$ cat src/hdl/pso_pkg.sv
// Package with register map, field layout and encodings of the sync update and override block.
package pso_pkg;
  localparam logic [7:0] PSO_OFF_UNLOCK = 8'h28;
  localparam logic [7:0] PSO_OFF_SYNC_MODE = 8'h20;
  localparam logic [7:0] PSO_OFF_UPD_CTL = 8'h2C;
  localparam logic [7:0] PSO_OFF_UPD_BUF = 8'h30;
  localparam logic [7:0] PSO_OFF_IRQ_SET = 8'h34;
  localparam logic [7:0] PSO_OFF_IRQ_CLR = 8'h38;
  localparam logic [7:0] PSO_OFF_IRQ_MASK = 8'h3C;
  localparam logic [7:0] PSO_OFF_IRQ_FLAGS = 8'h40;
  localparam logic [7:0] PSO_OFF_OVR_LVL = 8'h44;
  localparam logic [7:0] PSO_OFF_OUT_SEL = 8'h48;
  localparam int PSO_UPR_LSB = 0;
  localparam int PSO_CNT_LSB = 4;
  localparam int PSO_MODE_LSB = 16;
  localparam int PSO_WRITE_READY_FLAG_BIT = 0;
  localparam int PSO_UPDATE_UNDERRUN_ERROR_BIT = 3;
  localparam int PSO_COMPARISON_MATCH_FLAG_LSB = 8;
  localparam int PSO_COMPARISON_UPDATED_FLAG_LSB = 16;
  localparam int PSO_LOW_LSB = 16;
  localparam logic [31:0] PSO_IRQ_BITS = 32'h00FFFF09;
  localparam logic [31:0] PSO_RESET_WORD = 32'h00000000;
  localparam logic [1:0] PSO_AXI_OKAY = 2'h0;
  localparam logic [1:0] PSO_AXI_SLVERR = 2'h2;
  typedef enum logic [1:0] {
    PSO_MODE_MANUAL = 2'b00,
    PSO_MODE_AUTO = 2'b01,
    PSO_MODE_DMA = 2'b10,
    PSO_MODE_RSVD = 2'b11
  } pso_mode_t;
endpackage

$ cat src/hdl/pso_top.sv
// Sync channel update machinery, second interrupt set and output override for four PWM channels.
// What this block does
// - Mode 0 unlock updates period, duty, dead-time.
// - Modes 1,2 unlock updates period, dead-time only.
// - Unlock self-clears when done; zero write ignored.
// - Control register shows live update period counter.
// - Automatic update every update period plus one.
// - Buffer register double-buffers requested update period.
// - Enable register writes ones set mask bits.
// - Disable register writes ones clear mask bits.
// - Mask is read-only, resets to zero.
// - Sticky comparison-updated flags in bits 16-23.
// - Sticky comparison-match flags in bits 8-15.
// - Sticky underrun error flag at bit 3.
// - Write-ready flag at bit 0 permits writes.
// - Status read returns flags, then clears them.
// - Override levels: low bits 16-19, high 0-3.
// - Low select picks dead-time or override level.
// - High select picks dead-time or override level.
// - Mode 0 manual, 1 auto, 2 DMA, 3 reserved.
// - Only lockstep-flagged channels are synchronous.
// - Mode 1 sets write-ready on elapse; 0 never.
`timescale 1ns/1ps
`default_nettype none
module pso_top
  import pso_pkg::*;
(
  // Clock and reset.
  input wire logic clk_sys_i,
  input wire logic nrst_i,
  // AXI4-Lite write address and data.
  input wire logic [7:0] s_axi_awaddr_i,
  input wire logic s_axi_awvalid_i,
  output logic s_axi_awready_o,
  input wire logic [31:0] s_axi_wdata_i,
  input wire logic [3:0] s_axi_wstrb_i,
  input wire logic s_axi_wvalid_i,
  output logic s_axi_wready_o,
  // AXI4-Lite write response.
  output logic [1:0] s_axi_bresp_o,
  output logic s_axi_bvalid_o,
  input wire logic s_axi_bready_i,
  // AXI4-Lite read.
  input wire logic [7:0] s_axi_araddr_i,
  input wire logic s_axi_arvalid_i,
  output logic s_axi_arready_o,
  output logic [31:0] s_axi_rdata_o,
  output logic [1:0] s_axi_rresp_o,
  output logic s_axi_rvalid_o,
  input wire logic s_axi_rready_i,
  // Events from the counters and comparison units.
  input wire logic period_start_i,
  input wire logic [7:0] cmp_updated_i,
  input wire logic [7:0] cmp_match_i,
  input wire logic update_underrun_i,
  // Dead-time generator outputs.
  input wire logic [3:0] deadtime_low_out_i,
  input wire logic [3:0] deadtime_high_out_i,
  // Update strobes to the channel double buffers.
  output logic [3:0] sync_channels_o,
  output logic upd_period_dt_o,
  output logic upd_duty_o,
  // Pins and interrupt.
  output logic [3:0] low_side_pin_o,
  output logic [3:0] high_side_pin_o,
  output logic irq_o
);
  ////////////////////////////////////////////////////////////////////////////
  logic rst_s1_q, rst_n;
  always_ff @(posedge clk_sys_i or negedge nrst_i) begin
    if (!nrst_i) begin
      rst_s1_q <= 1'b0;
      rst_n <= 1'b0;
    end else begin
      rst_s1_q <= 1'b1;
      rst_n <= rst_s1_q;
    end
  end
  ////////////////////////////////////////////////////////////////////////////
  // Write channel: address and data are captured independently.
  logic aw_full_q, w_full_q, bvalid_q;
  logic [7:0] aw_addr_q;
  logic [31:0] w_data_q;
  logic [3:0] w_strb_q;
  assign s_axi_awready_o = !aw_full_q;
  assign s_axi_wready_o = !w_full_q;
  assign s_axi_bvalid_o = bvalid_q;
  wire wr_fire = aw_full_q && w_full_q && !bvalid_q;
  wire wr_full_word = (w_strb_q == 4'hF);
  wire wr_unlock = wr_fire && aw_addr_q == PSO_OFF_UNLOCK;
  wire wr_mode = wr_fire && aw_addr_q == PSO_OFF_SYNC_MODE;
  wire wr_ctl = wr_fire && aw_addr_q == PSO_OFF_UPD_CTL;
  wire wr_buf = wr_fire && aw_addr_q == PSO_OFF_UPD_BUF;
  wire wr_set = wr_fire && aw_addr_q == PSO_OFF_IRQ_SET;
  wire wr_clr = wr_fire && aw_addr_q == PSO_OFF_IRQ_CLR;
  wire wr_ovr = wr_fire && aw_addr_q == PSO_OFF_OVR_LVL;
  wire wr_sel = wr_fire && aw_addr_q == PSO_OFF_OUT_SEL;
  wire wr_hit = wr_unlock || wr_mode || wr_ctl || wr_buf || wr_set || wr_clr || wr_ovr || wr_sel;
  wire wr_ok = wr_hit && wr_full_word;
  always_ff @(posedge clk_sys_i or negedge rst_n) begin
    if (!rst_n) begin
      aw_full_q <= 1'b0;
      w_full_q <= 1'b0;
      bvalid_q <= 1'b0;
      aw_addr_q <= 8'h00;
      w_data_q <= PSO_RESET_WORD;
      w_strb_q <= 4'h0;
      s_axi_bresp_o <= PSO_AXI_OKAY;
    end else begin
      if (s_axi_awvalid_i && !aw_full_q) begin
        aw_full_q <= 1'b1;
        aw_addr_q <= s_axi_awaddr_i;
      end
      if (s_axi_wvalid_i && !w_full_q) begin
        w_full_q <= 1'b1;
        w_data_q <= s_axi_wdata_i;
        w_strb_q <= s_axi_wstrb_i;
      end
      if (wr_fire) begin
        bvalid_q <= 1'b1;
        s_axi_bresp_o <= wr_ok ? PSO_AXI_OKAY : PSO_AXI_SLVERR;
      end
      if (bvalid_q && s_axi_bready_i) begin
        bvalid_q <= 1'b0;
        aw_full_q <= 1'b0;
        w_full_q <= 1'b0;
      end
    end
  end
  ////////////////////////////////////////////////////////////////////////////
  // Synchronous mode, update period and unlock.
  logic [3:0] sync_q, upr_q, upr_buf_q, upr_cnt_q;
  logic [1:0] mode_q;
  logic unlock_q, buf_pend_q;
  assign sync_channels_o = sync_q;
  wire auto_mode = (mode_q == PSO_MODE_AUTO) || (mode_q == PSO_MODE_DMA);
  wire upr_elapsed = period_start_i && auto_mode && (upr_cnt_q == upr_q);
  wire unlock_done = unlock_q && period_start_i;
  // modes 1,2 period and dead-time only
  assign upd_period_dt_o = unlock_done || upr_elapsed;
  assign upd_duty_o = (unlock_done && mode_q == PSO_MODE_MANUAL) || upr_elapsed;
  always_ff @(posedge clk_sys_i or negedge rst_n) begin
    if (!rst_n) begin
      sync_q <= 4'h0;
      mode_q <= PSO_MODE_MANUAL;
      upr_q <= 4'h0;
      upr_buf_q <= 4'h0;
      buf_pend_q <= 1'b0;
      upr_cnt_q <= 4'h0;
      unlock_q <= 1'b0;
    end else begin
      if (wr_mode && wr_full_word) begin
        sync_q <= w_data_q[3:0];
        mode_q <= w_data_q[PSO_MODE_LSB +: 2];
      end
      if (wr_unlock && wr_full_word && w_data_q[0]) begin
        unlock_q <= 1'b1;
      end else if (unlock_done) begin
        unlock_q <= 1'b0;
      end
      if (wr_ctl && wr_full_word) begin
        upr_q <= w_data_q[PSO_UPR_LSB +: 4];
      end
      if (wr_buf && wr_full_word) begin
        upr_buf_q <= w_data_q[PSO_UPR_LSB +: 4];
        buf_pend_q <= 1'b1;
      end
      if (upr_elapsed) begin
        upr_cnt_q <= 4'h0;
        if (buf_pend_q && !(wr_buf && wr_full_word)) begin
          upr_q <= upr_buf_q;
          buf_pend_q <= 1'b0;
        end
      end else if (period_start_i && auto_mode) begin
        upr_cnt_q <= upr_cnt_q + 4'h1;
      end else if (!auto_mode) begin
        upr_cnt_q <= 4'h0;
      end
    end
  end
  ////////////////////////////////////////////////////////////////////////////
  // Second interrupt set: mask and sticky flags.
  logic [31:0] mask_q, flags_q;
  logic rd_clear;
  // write-ready only in mode 1 or 2
  wire write_ready_flag_set = upr_elapsed && (mode_q != PSO_MODE_MANUAL);
  wire [31:0] flag_set = {8'h00, cmp_updated_i, cmp_match_i, 4'h0, update_underrun_i, 2'b00, write_ready_flag_set};
  always_ff @(posedge clk_sys_i or negedge rst_n) begin
    if (!rst_n) begin
      mask_q <= PSO_RESET_WORD;
      flags_q <= PSO_RESET_WORD;
    end else begin
      if (wr_set && wr_full_word) begin
        mask_q <= mask_q | (w_data_q & PSO_IRQ_BITS);
      end else if (wr_clr && wr_full_word) begin
        mask_q <= mask_q & ~(w_data_q & PSO_IRQ_BITS);
      end
      flags_q <= ((rd_clear ? 32'h0 : flags_q) | flag_set) & PSO_IRQ_BITS;
    end
  end
  assign irq_o = |(flags_q & mask_q);
  ////////////////////////////////////////////////////////////////////////////
  // Override levels and output select.
  logic [31:0] ovr_q, sel_q;
  always_ff @(posedge clk_sys_i or negedge rst_n) begin
    if (!rst_n) begin
      ovr_q <= PSO_RESET_WORD;
      sel_q <= PSO_RESET_WORD;
    end else begin
      if (wr_ovr && wr_full_word) begin
        ovr_q <= w_data_q & 32'h000F000F;
      end
      if (wr_sel && wr_full_word) begin
        sel_q <= w_data_q & 32'h000F000F;
      end
    end
  end
  wire [3:0] low_next = (sel_q[PSO_LOW_LSB +: 4] & ovr_q[PSO_LOW_LSB +: 4]) |
                        (~sel_q[PSO_LOW_LSB +: 4] & deadtime_low_out_i);
  wire [3:0] high_next = (sel_q[3:0] & ovr_q[3:0]) | (~sel_q[3:0] & deadtime_high_out_i);
  always_ff @(posedge clk_sys_i or negedge rst_n) begin
    if (!rst_n) begin
      low_side_pin_o <= 4'h0;
      high_side_pin_o <= 4'h0;
    end else begin
      low_side_pin_o <= low_next;
      high_side_pin_o <= high_next;
    end
  end
  ////////////////////////////////////////////////////////////////////////////
  // Read channel.
  logic rvalid_q;
  assign s_axi_arready_o = !rvalid_q;
  assign s_axi_rvalid_o = rvalid_q;
  wire rd_take = s_axi_arvalid_i && !rvalid_q;
  wire [7:0] ra = s_axi_araddr_i;
  wire [31:0] rd_mux =
    (ra == PSO_OFF_SYNC_MODE) ? {14'h0, mode_q, 12'h0, sync_q} :
    (ra == PSO_OFF_UNLOCK) ? {31'h0, unlock_q} :
    (ra == PSO_OFF_UPD_CTL) ? {24'h0, upr_cnt_q, upr_q} :
    (ra == PSO_OFF_IRQ_MASK) ? mask_q :
    (ra == PSO_OFF_IRQ_FLAGS) ? flags_q :
    (ra == PSO_OFF_OVR_LVL) ? ovr_q :
    (ra == PSO_OFF_OUT_SEL) ? sel_q : 32'h0;
  wire rd_hit = ra == PSO_OFF_SYNC_MODE || ra == PSO_OFF_UNLOCK || ra == PSO_OFF_UPD_CTL ||
                ra == PSO_OFF_IRQ_MASK || ra == PSO_OFF_IRQ_FLAGS || ra == PSO_OFF_OVR_LVL ||
                ra == PSO_OFF_OUT_SEL;
  assign rd_clear = rd_take && ra == PSO_OFF_IRQ_FLAGS;
  always_ff @(posedge clk_sys_i or negedge rst_n) begin
    if (!rst_n) begin
      rvalid_q <= 1'b0;
      s_axi_rdata_o <= PSO_RESET_WORD;
      s_axi_rresp_o <= PSO_AXI_OKAY;
    end else if (rd_take) begin
      rvalid_q <= 1'b1;
      s_axi_rdata_o <= rd_mux;
      s_axi_rresp_o <= rd_hit ? PSO_AXI_OKAY : PSO_AXI_SLVERR;
    end else if (s_axi_rready_i) begin
      rvalid_q <= 1'b0;
    end
  end
endmodule
`default_nettype wire

$ cat config.mk
export PLATFORM = sky130hd
export DESIGN_NAME = pso_top
export DESIGN_NICKNAME = d
export VERILOG_FILES = /design/src/hdl/pso_pkg.sv /design/src/hdl/pso_top.sv
export SDC_FILE = /design/constraint.sdc
export NUM_CORES = 1
export LEC_CHECK = 0
export ABC_AREA = 0
export BUFFER_PORTS_ARGS = -buffer_cell sky130_fd_sc_hd__buf_2
export CELL_PAD_IN_SITES_DETAIL_PLACEMENT = 0
export CELL_PAD_IN_SITES_GLOBAL_PLACEMENT = 1
export CORE_AREA = 3 3 132 134
export DETAILED_ROUTE_END_ITERATION = 12
export DIE_AREA = 0 0 135 137
export PLACE_DENSITY_LB_ADDON = 0.25
export SLEW_MARGIN = 10
export SYNTH_ARGS = -nofsm -noshare
export SYNTH_HDL_FRONTEND = slang
export SYNTH_SLANG_ARGS = --single-unit
$ cat constraint.sdc
create_clock -name clk_sys_i -period 4.1 [get_ports clk_sys_i]
set_input_delay 0.82 -clock clk_sys_i [delete_from_list [all_inputs] [get_ports clk_sys_i]]
set_output_delay 0.82 -clock clk_sys_i [all_outputs]
set_load 0.01 [all_outputs]
==> results.txt, run 1 <==
The run finished with clean final reports. Setup violations remaining at the end of the flow were counted as 0. The clock reaches the later pin of the worst-skew pair after 420 ps. The number of gates given a new drive strength after cts was 0. In this run the worst hold path is classified as in -> async. The clock slew at the register clock pins of the worst setup and hold paths is 60 ps.

sky130_fd_sc_hd__dfrtp_1 takes more of the synthesized area than any other cell. The final wirelength is 15560 µm, and the initial core utilization is 38.66%. The number of antenna diodes in the final layout is 0. The run gives 4414 as the via count of the first global-routing pass. In the layout the commonest cells are sky130_fd_sc_hd__dfrtp_1 (143), sky130_fd_sc_hd__buf_2 (118), sky130_fd_sc_hd__mux2_2 (74). The clock passes through at most 2 buffers.

The first global-routing pass estimated 24210 µm of wire. The critical path ends at upd_duty_o. Final hold violation count: 0.

The tools report the max-slew violation total from the final report as 0. Once the clock tree was built, the setup fixing pass inserted 0 buffers. The number of filler cells placed in the layout came out at 1519.

Clock tree synthesis inserted a total of 17 buffers. The area growth from synthesis to layout is 21.80%. In this run the cell area measured after placement is 7118 µm².

Data on the critical path is required at its endpoint by 3280 ps. The number of standard cells after synthesis was 521; the global route total overflow was 0. Yosys synthesis warning count: 0. The maximum VDD drop is 0.3030 mV. The slew at the pin closest to its max-slew limit came out at 952.8 ps. The startpoint class of the critical path is a flop. The startpoint identified for the worst register-to-register timing path is s_axi_bvalid_o. For the number of levels the H-tree was split into, the log shows 4. The area of the die is 18500 µm². The minimum clock period after layout is 2832 ps, and the total via count after detailed routing is 4515. For the worst setup path, the data arrival time is 2010 ps. Setup total negative slack on the finished layout was measured at 0 ps.

Max-cap violations in this run came to 0. For this design, the sink count on the clock tree is 144. Across every metal layer, demand over resource in global routing totals 17.07%.

In the routed design, unresolved DRC markers number 0. By startpoint and endpoint, the worst setup path is classified as reg -> out. The count of hold buffers inserted by post-cts repair is 0. The analysis attributes to cell leakage a power of 3.697 nW. The fraction of registers with async set/reset is 100.0%. The number of antenna violations at the first check in global routing was 0; the max-slew headroom at the worst pin was 35.90%. The core region is 16410 µm².

The fraction of post-synthesis cell area in the top cell type by area came out at 56.82%. The power per standard cell area is 511.5 nW/µm², and the combined area of all synthesized cells is 6342 µm². The synthesized netlist contains 50 unique library cells.

Detailed placement ended at an HPWL of 11340 µm. The run gives 5 as the first-pass detailed-route iteration total. The final weighted congestion in routability-driven placement is 0.7876.

The initialized floorplan defines 47 standard-cell rows. TritonCTS built the clock tree. Counting tap cells, the placed design contains a total of 842 instances. The tools report the combined flip-flop and latch cell area as 3607 µm². Using the TritonRoute via totals, the vias-per-cell ratio works out to 5.166. The tools report the startpoint of the most critical setup path as upr_cnt_q[1]. The tree is rooted in a sky130_fd_sc_hd__clkbuf_16. Quantity of I/O buffers inserted on ports: 118. The floorplan step set the die width to 135 µm. The detail route stage leaves a number of antenna-violating nets equal to 0.

The run gives 82 as the maximum number of pins on one net before global-route repair. The finished cells cover 7725 µm². The final net count is 728, and the number of flip-flops and latches in the synthesized netlist is 144. The DRC marker count from the first detailed-route iteration came out at 282. The number of synthesized flops with an enable pin works out to 0. Post-route fraction of the period consumed by the critical path: 69.08%. Ranked by total cell area, the synthesized netlist is headed by sky130_fd_sc_hd__dfrtp_1 (57%), sky130_fd_sc_hd__mux2_2 (13%), sky130_fd_sc_hd__a22o_1 (3.6%). The count of cells in the finished layout, fillers not included, comes to 874.

Among all flip-flop cells after synthesis, the most frequent one is sky130_fd_sc_hd__dfrtp_1. The fraction of layout instances using a drive strength above 1 was 35.32%; the worst clock skew was 7.182 ps. Across all register-to-register paths, the minimum setup slack is 1910 ps.

Setup repair after global routing left no endpoint under its margin. In the final routed layout, each cell accounts on average for 17.80 µm. Highest clock frequency the design can meet: 0.3531 GHz.

The depth of the worst register-to-register path was 5. Once layout is complete, the utilization of the core stands at 47.08%. The I/O pin count was 141. Leading cell type in the layout, fill and taps excluded: sky130_fd_sc_hd__dfrtp_1. The share of the Yosys chip area taken by registers is 56.82%. The multi-input combinational cells in the finished layout cover a total of 2569 µm². In this run the worst path has a maximum fanout of 5. The worst setup path is captured at an output port.

The vertical extent of the die was 137 µm; the synthesized area per cell was 12.17 µm².
Yosys cell counts, types with 2 or more instances:
master / count
sky130_fd_sc_hd__nand2_1: 60
sky130_fd_sc_hd__o211ai_1: 2
sky130_fd_sc_hd__o221ai_1: 2
sky130_fd_sc_hd__a221oi_1: 4
sky130_fd_sc_hd__clkbuf_1: 9
sky130_fd_sc_hd__inv_1: 11
sky130_fd_sc_hd__nand3_1: 6
sky130_fd_sc_hd__nor4_1: 2
sky130_fd_sc_hd__nand2b_1: 3
sky130_fd_sc_hd__mux2i_1: 18
sky130_fd_sc_hd__buf_4: 11
sky130_fd_sc_hd__a21o_1: 19
sky130_fd_sc_hd__and3_1: 3
sky130_fd_sc_hd__ha_1: 2
sky130_fd_sc_hd__mux2_2: 74
sky130_fd_sc_hd__o21ai_1: 10
sky130_fd_sc_hd__nor3_1: 4
sky130_fd_sc_hd__buf_1: 2
sky130_fd_sc_hd__nor2_1: 9
sky130_fd_sc_hd__nor3_2: 2
sky130_fd_sc_hd__o31ai_1: 2
sky130_fd_sc_hd__conb_1: 2
sky130_fd_sc_hd__a21oi_1: 11
sky130_fd_sc_hd__dfrtp_1: 144
sky130_fd_sc_hd__o21ai_0: 20
sky130_fd_sc_hd__xor2_1: 4
sky130_fd_sc_hd__nor4b_1: 3
sky130_fd_sc_hd__a22oi_1: 13
sky130_fd_sc_hd__nor2b_1: 8
sky130_fd_sc_hd__nand4_1: 5
sky130_fd_sc_hd__o22a_1: 2
sky130_fd_sc_hd__nor3b_1: 4
sky130_fd_sc_hd__a22o_1: 26
sky130_fd_sc_hd__and2_1: 3
sky130_fd_sc_hd__buf_2: 6
critical path: stages (launching register included):
cell                      delay, ps
sky130_fd_sc_hd__dfrtp_1        450
sky130_fd_sc_hd__xor2_1         180
sky130_fd_sc_hd__nor4_2         470
sky130_fd_sc_hd__nand3_1        250
sky130_fd_sc_hd__nand2_1        110
sky130_fd_sc_hd__buf_2          130
where the power goes:
group | switching [mW] | internal [mW]
Combinational | 0.231 | 0.285
Sequential | 0.234 | 1.63
Clock | 0.563 | 1.01
Total | 1.03 | 2.92
layout make-up:
type	count	area share, %
Clock buffer	28	6.948
Clock inverter	4	0.9070
Timing Repair Buffer	121	8.098
Multi-Input combinational cell	346	33.25
Sequential cell	144	46.70
Inverter	11	0.5345
Tap cell	220	3.563
per-stage QoR:
step	power [mW]	setup WS [ps]	hold slack (ps)
6_report	3.951	1268	177.3
5_1_grt	4.149	1130	159.4
4_1_cts	3.997	1231	162.2
3_5_place_dp	2.415	1150	342.8
3_3_place_gp	2.384	1154	338.6
2_1_floorplan	2.205	1710	331.1
worst min-delay path by stage:
stage,start,to,cells past startpoint
2_1_floorplan,rst_s1_q,rst_n,0
3_3_place_gp,rst_s1_q,rst_n,0
3_5_place_dp,rst_s1_q,rst_n,0
4_1_cts,nrst_i,rst_n,1
5_1_grt,nrst_i,rst_n,1
6_report,nrst_i,rst_n,1
routing by layer:
metal	track usage [%]	part of all wire [%]	wire [µm]	vias to the layer above
met5	0	0	0	-
met1	23.56	47	7240	2274
met4	4.703	0.84	130	0
met2	26.54	47	7320	114
met3	4.890	5.6	865	11
li1	-	-	-	2116
cell families after synthesis:
family	count (synthesis)	share of synthesized area (%)
flip-flops	144	56.82
AND/OR/NAND/NOR	120	9.864
AO/OA/AOI/OAI	116	12.88
multiplexers	92	15.98
buffers and inverters	40	3.255
XOR/XNOR	5	0.6904
adder cells (fa/ha/maj)	2	0.3945
other	2	0.1184
(Power assumes the default switching activity.)
==> run 2, diff against run 1 <==
CORE_AREA = 3 3 126 128   (was 3 3 132 134)
DIE_AREA = 0 0 129 131   (was 0 0 135 137)
clock period = 2.8 ns   (was 4.1 ns; I/O delays follow)
==> run 2 against run 1 <==
Compared with the run above:
- critical path type unchanged
- wire length decreased by 3.9%
- sequential share of layout area shrank 1.0 points
- highest routed layer unchanged
- first-iteration DRC count is 20% higher
- via count is 0.55% lower
- register-to-register slack worse by 1300 ps
- combinational power rose by 48%
- die area shrank 8.6%
- final cell count shrank 2.3%
- critical path depth did not move
- count of clock-buffer cells in the layout is 5 lower
- clock power increased by 71%
- largest power group unchanged
- setup slack got worse by 1000 ps
==> results.txt, run 2 (synthesis gave the netlist of run 1 again) <==
The flow ran to the end, and the final reports show no timing, DRC or antenna violations. Sequential group share of total power: 44.1% (-3.1 points). The logs give 23710 µm (-2.1%) for the global-route wire length before repair and 4.749 ps (-2.433 ps) for the worst clock skew. The highest clock frequency the design can meet came out at 0.3935 GHz. Path category of the worst min-delay check: in -> reg.

The largest fanout of any net on the critical path was 5 (unchanged). The combinational fraction of design power was 12.3% (-0.8 points); the quantity of I/O buffers inserted on ports was 118 (unchanged). The placement row count was 45 (-4.3%); the clock share of power was 43.6% (+3.8 points). For the via count of the first global-routing pass, the log shows 4443 (+0.66%).

The highest cell delay on the worst timing path came out at 470 ps (about the same). The average wire per cell in the routed design was 17.51 µm (-1.6%); the net switching fraction of the power was 24.39% (-1.6 points). The library cell used as clock root buffer is sky130_fd_sc_hd__clkbuf_16. The first-pass detailed-route iteration total is 4 (-1). The tools report the buffer levels on the longest clock path as 2 (unchanged). The critical path is of the reg -> out type. For the number of clock buffers inserted by TritonCTS, the log shows 17 (unchanged). The clock latency on the worst-skew pair is 420 ps (about the same).

Leaving out fill and tap cells, the most frequent cell in the layout is sky130_fd_sc_hd__dfrtp_1. The count of buffer and inverter cells on the critical path is 1 (unchanged), and the total routing resource utilization after global routing is 18.38% (+1.3 points). The number of clock sinks was 144 (unchanged); the maximum VDD drop was 0.4958 mV (+64%). TritonCTS built the clock tree. The area of the die is 16900 µm² (-8.6%), and the slew at the pin closest to its max-slew limit is 769.8 ps (-182.9 ps).

The run gives 14950 µm (-3.9%) as the final wirelength. The logs give 3.798 nW (+2.7%) for the leakage power and 0 (unchanged) for the max-slew violation total from the final report. The tools report the startpoint class of the critical path as a flop.

Grouping stages by cell kind, the critical path spends the most delay in simple AND/OR/NAND/NOR gates. The kind of capture point of the worst setup path is an output port. The logs give 7173 µm² (+0.77%) for the standard cell area after detailed placement and 0 (unchanged) for the number of design rule violations left after detail routing.

The logs give 1980 ps (-30 ps) for the data arrival time of the worst path and 0 (unchanged) for the final-report setup violation count. The logs give 740 (+1.6%) for the final net count and 0 (unchanged) for the number of antenna violations at the first check in global routing. The required time of the worst setup path came out at 2240 ps (-1040 ps).

The flop-to-flop setup slack is 640 ps (-1270 ps). Traced cell by cell, the critical path runs through xor2_1, nor4_2, nand3_1, nand2_1, buf_2. Fraction of layout instances using a drive strength above 1: 36.64% (+1.3 points).

The vertical extent of the die was 131 µm (-4.4%). The run gives 0 ps (unchanged) as the summed negative setup slack over all endpoints. For the finished layout, the period the worst path requires is 2541 ps. The logs give 0 (unchanged) for the max-capacitance violation count and 0 (unchanged) for the number of diodes added for antenna fixing.

For the cell internal power dissipation, the log shows 4.667 mW (+60%). The top cell types in the final layout, fill and taps aside, are sky130_fd_sc_hd__dfrtp_1 (143), sky130_fd_sc_hd__buf_2 (118), sky130_fd_sc_hd__mux2_2 (74). The post-route fraction of the period consumed by the critical path came out at 90.76%. The cell with the largest stage delay on the worst path was sky130_fd_sc_hd__nor4_2. The width of the chip works out to 129 µm (-4.4%).

The net switching component of the power is 1.505 mW (+46%), and the DRC marker count from the first detailed-route iteration is 338 (+20%). The power per standard cell area is 781.7 nW/µm² (+53%), and the area added between synthesis and finish is 24.50%. The via count normalized by instance count was 5.258 (+1.8%); the global route total overflow was 0 (unchanged). The maximum number of pins on one net before global-route repair was 59 (-28%).

The final hold violation count is 0 (unchanged). The run gives 0 (unchanged) as the count of buffers added by post-CTS timing repair for setup. The run gives 11100 µm (-2.1%) as the sum of net half-perimeters after detailed placement.

Setup repair after global routing left no endpoint under its margin. The area of all placed cells without fillers was 7896 µm² (+2.2%). The run gives 14980 µm² (-8.7%) as the core area.

The total via count after detailed routing was 4490 (-0.55%); the max-slew headroom at the worst pin was 48.68% (+13 points). Clock slew at the register clock pins of the worst setup and hold paths: 60 ps (about the same). The run gives 4 (unchanged) as the number of levels the H-tree was split into. For the I/O pin count, the log shows 141 (unchanged). The initial core utilization came out at 42.35% (+3.7 points). The remaining antenna violation count was 0 (unchanged); the final weighted congestion in routability-driven placement was 0.8080 (+2.6%).
==> run 2: cell count changes in the layout (fill, tap and decap cells not counted), sizes merged <==
cell | before | now
bufinv | 2 | 7
clkinvlp | 0 | 2
clkbuf | 28 | 23
buf | 121 | 132
clkinv | 2 | 0
dlygate4sd3 | 0 | 1
==> run 2: through the flow <==
stage | std cells | utilization, % | total power, mW | hold WS [ps] | worst slack (ps)
after CTS | 854 | 52.72 | 6.250 | 302.9 | 199.0
after global placement | 821 | 47.89 | 3.489 | 337.4 | 449.5
after detailed placement | 821 | 47.89 | 3.534 | 339.7 | 401.8
final | 854 | 52.72 | 6.172 | 316.9 | 258.7
after global routing | 854 | 52.72 | 6.476 | 310.3 | 124.5
after floorplan | 530 | - | 3.228 | 264.4 | 409.7
==> run 2: power by group through the flow <==
stage | registers, mW | logic [mW] | clock network (mW)
after floorplan | 2.67 | 0.554 | 0
after global placement | 2.74 | 0.744 | 0
after detailed placement | 2.76 | 0.770 | 0
after CTS | 2.73 | 0.775 | 2.75
after global routing | 2.79 | 0.850 | 2.84
final | 2.72 | 0.762 | 2.69
==> run 2: per-layer routing <==
metal / part of all wire, % / vias to the layer above / GRT usage (%)
met2: 45 / 133 / 27.59
li1: - / 2157 / -
met4: 2.1 / 0 / 7.350
met3: 6.5 / 26 / 4.837
met5: 0 / - / 0
met1: 46 / 2174 / 25.56
==> run 2: final timing paths <==
kind | endpoint | startpoint | cells past startpoint
worst max-delay path | upd_duty_o | upr_cnt_q[1] | 5
worst min-delay path | flags_q[16] | cmp_updated_i[0] | 2
worst max register to register | ovr_q[0] | s_axi_bvalid_o | 4
worst min register to register | rst_n | rst_s1_q | 0
max in group asynchronous | upr_cnt_q[1] | rst_n | 1
min in group asynchronous | w_data_q[11] | rst_n | 0
==> run 2: cell type report <==
type	instances	area (µm²)
Clock buffer	23	488.0
Inverter	11	41.29
Tap cell	188	235.2
Timing Repair Buffer	133	730.7
Fill cell	1349	7081
Clock inverter	9	225.2
Multi-Input combinational cell	346	2569
Sequential cell	144	3607
==> run 2: worst reg2reg max path, stage by stage, from the launching register on <==
cell                       delay [ps]
sky130_fd_sc_hd__dfrtp_1          410
sky130_fd_sc_hd__nand3b_1         330
sky130_fd_sc_hd__nor4b_1          520
sky130_fd_sc_hd__nand2_1          390
sky130_fd_sc_hd__mux2_2           390
==> run 2: repair_timing <==
item	CTS	global route
gates resized for setup	0	0
endpoints found under the hold margin	2	0
hold buffers	1	0
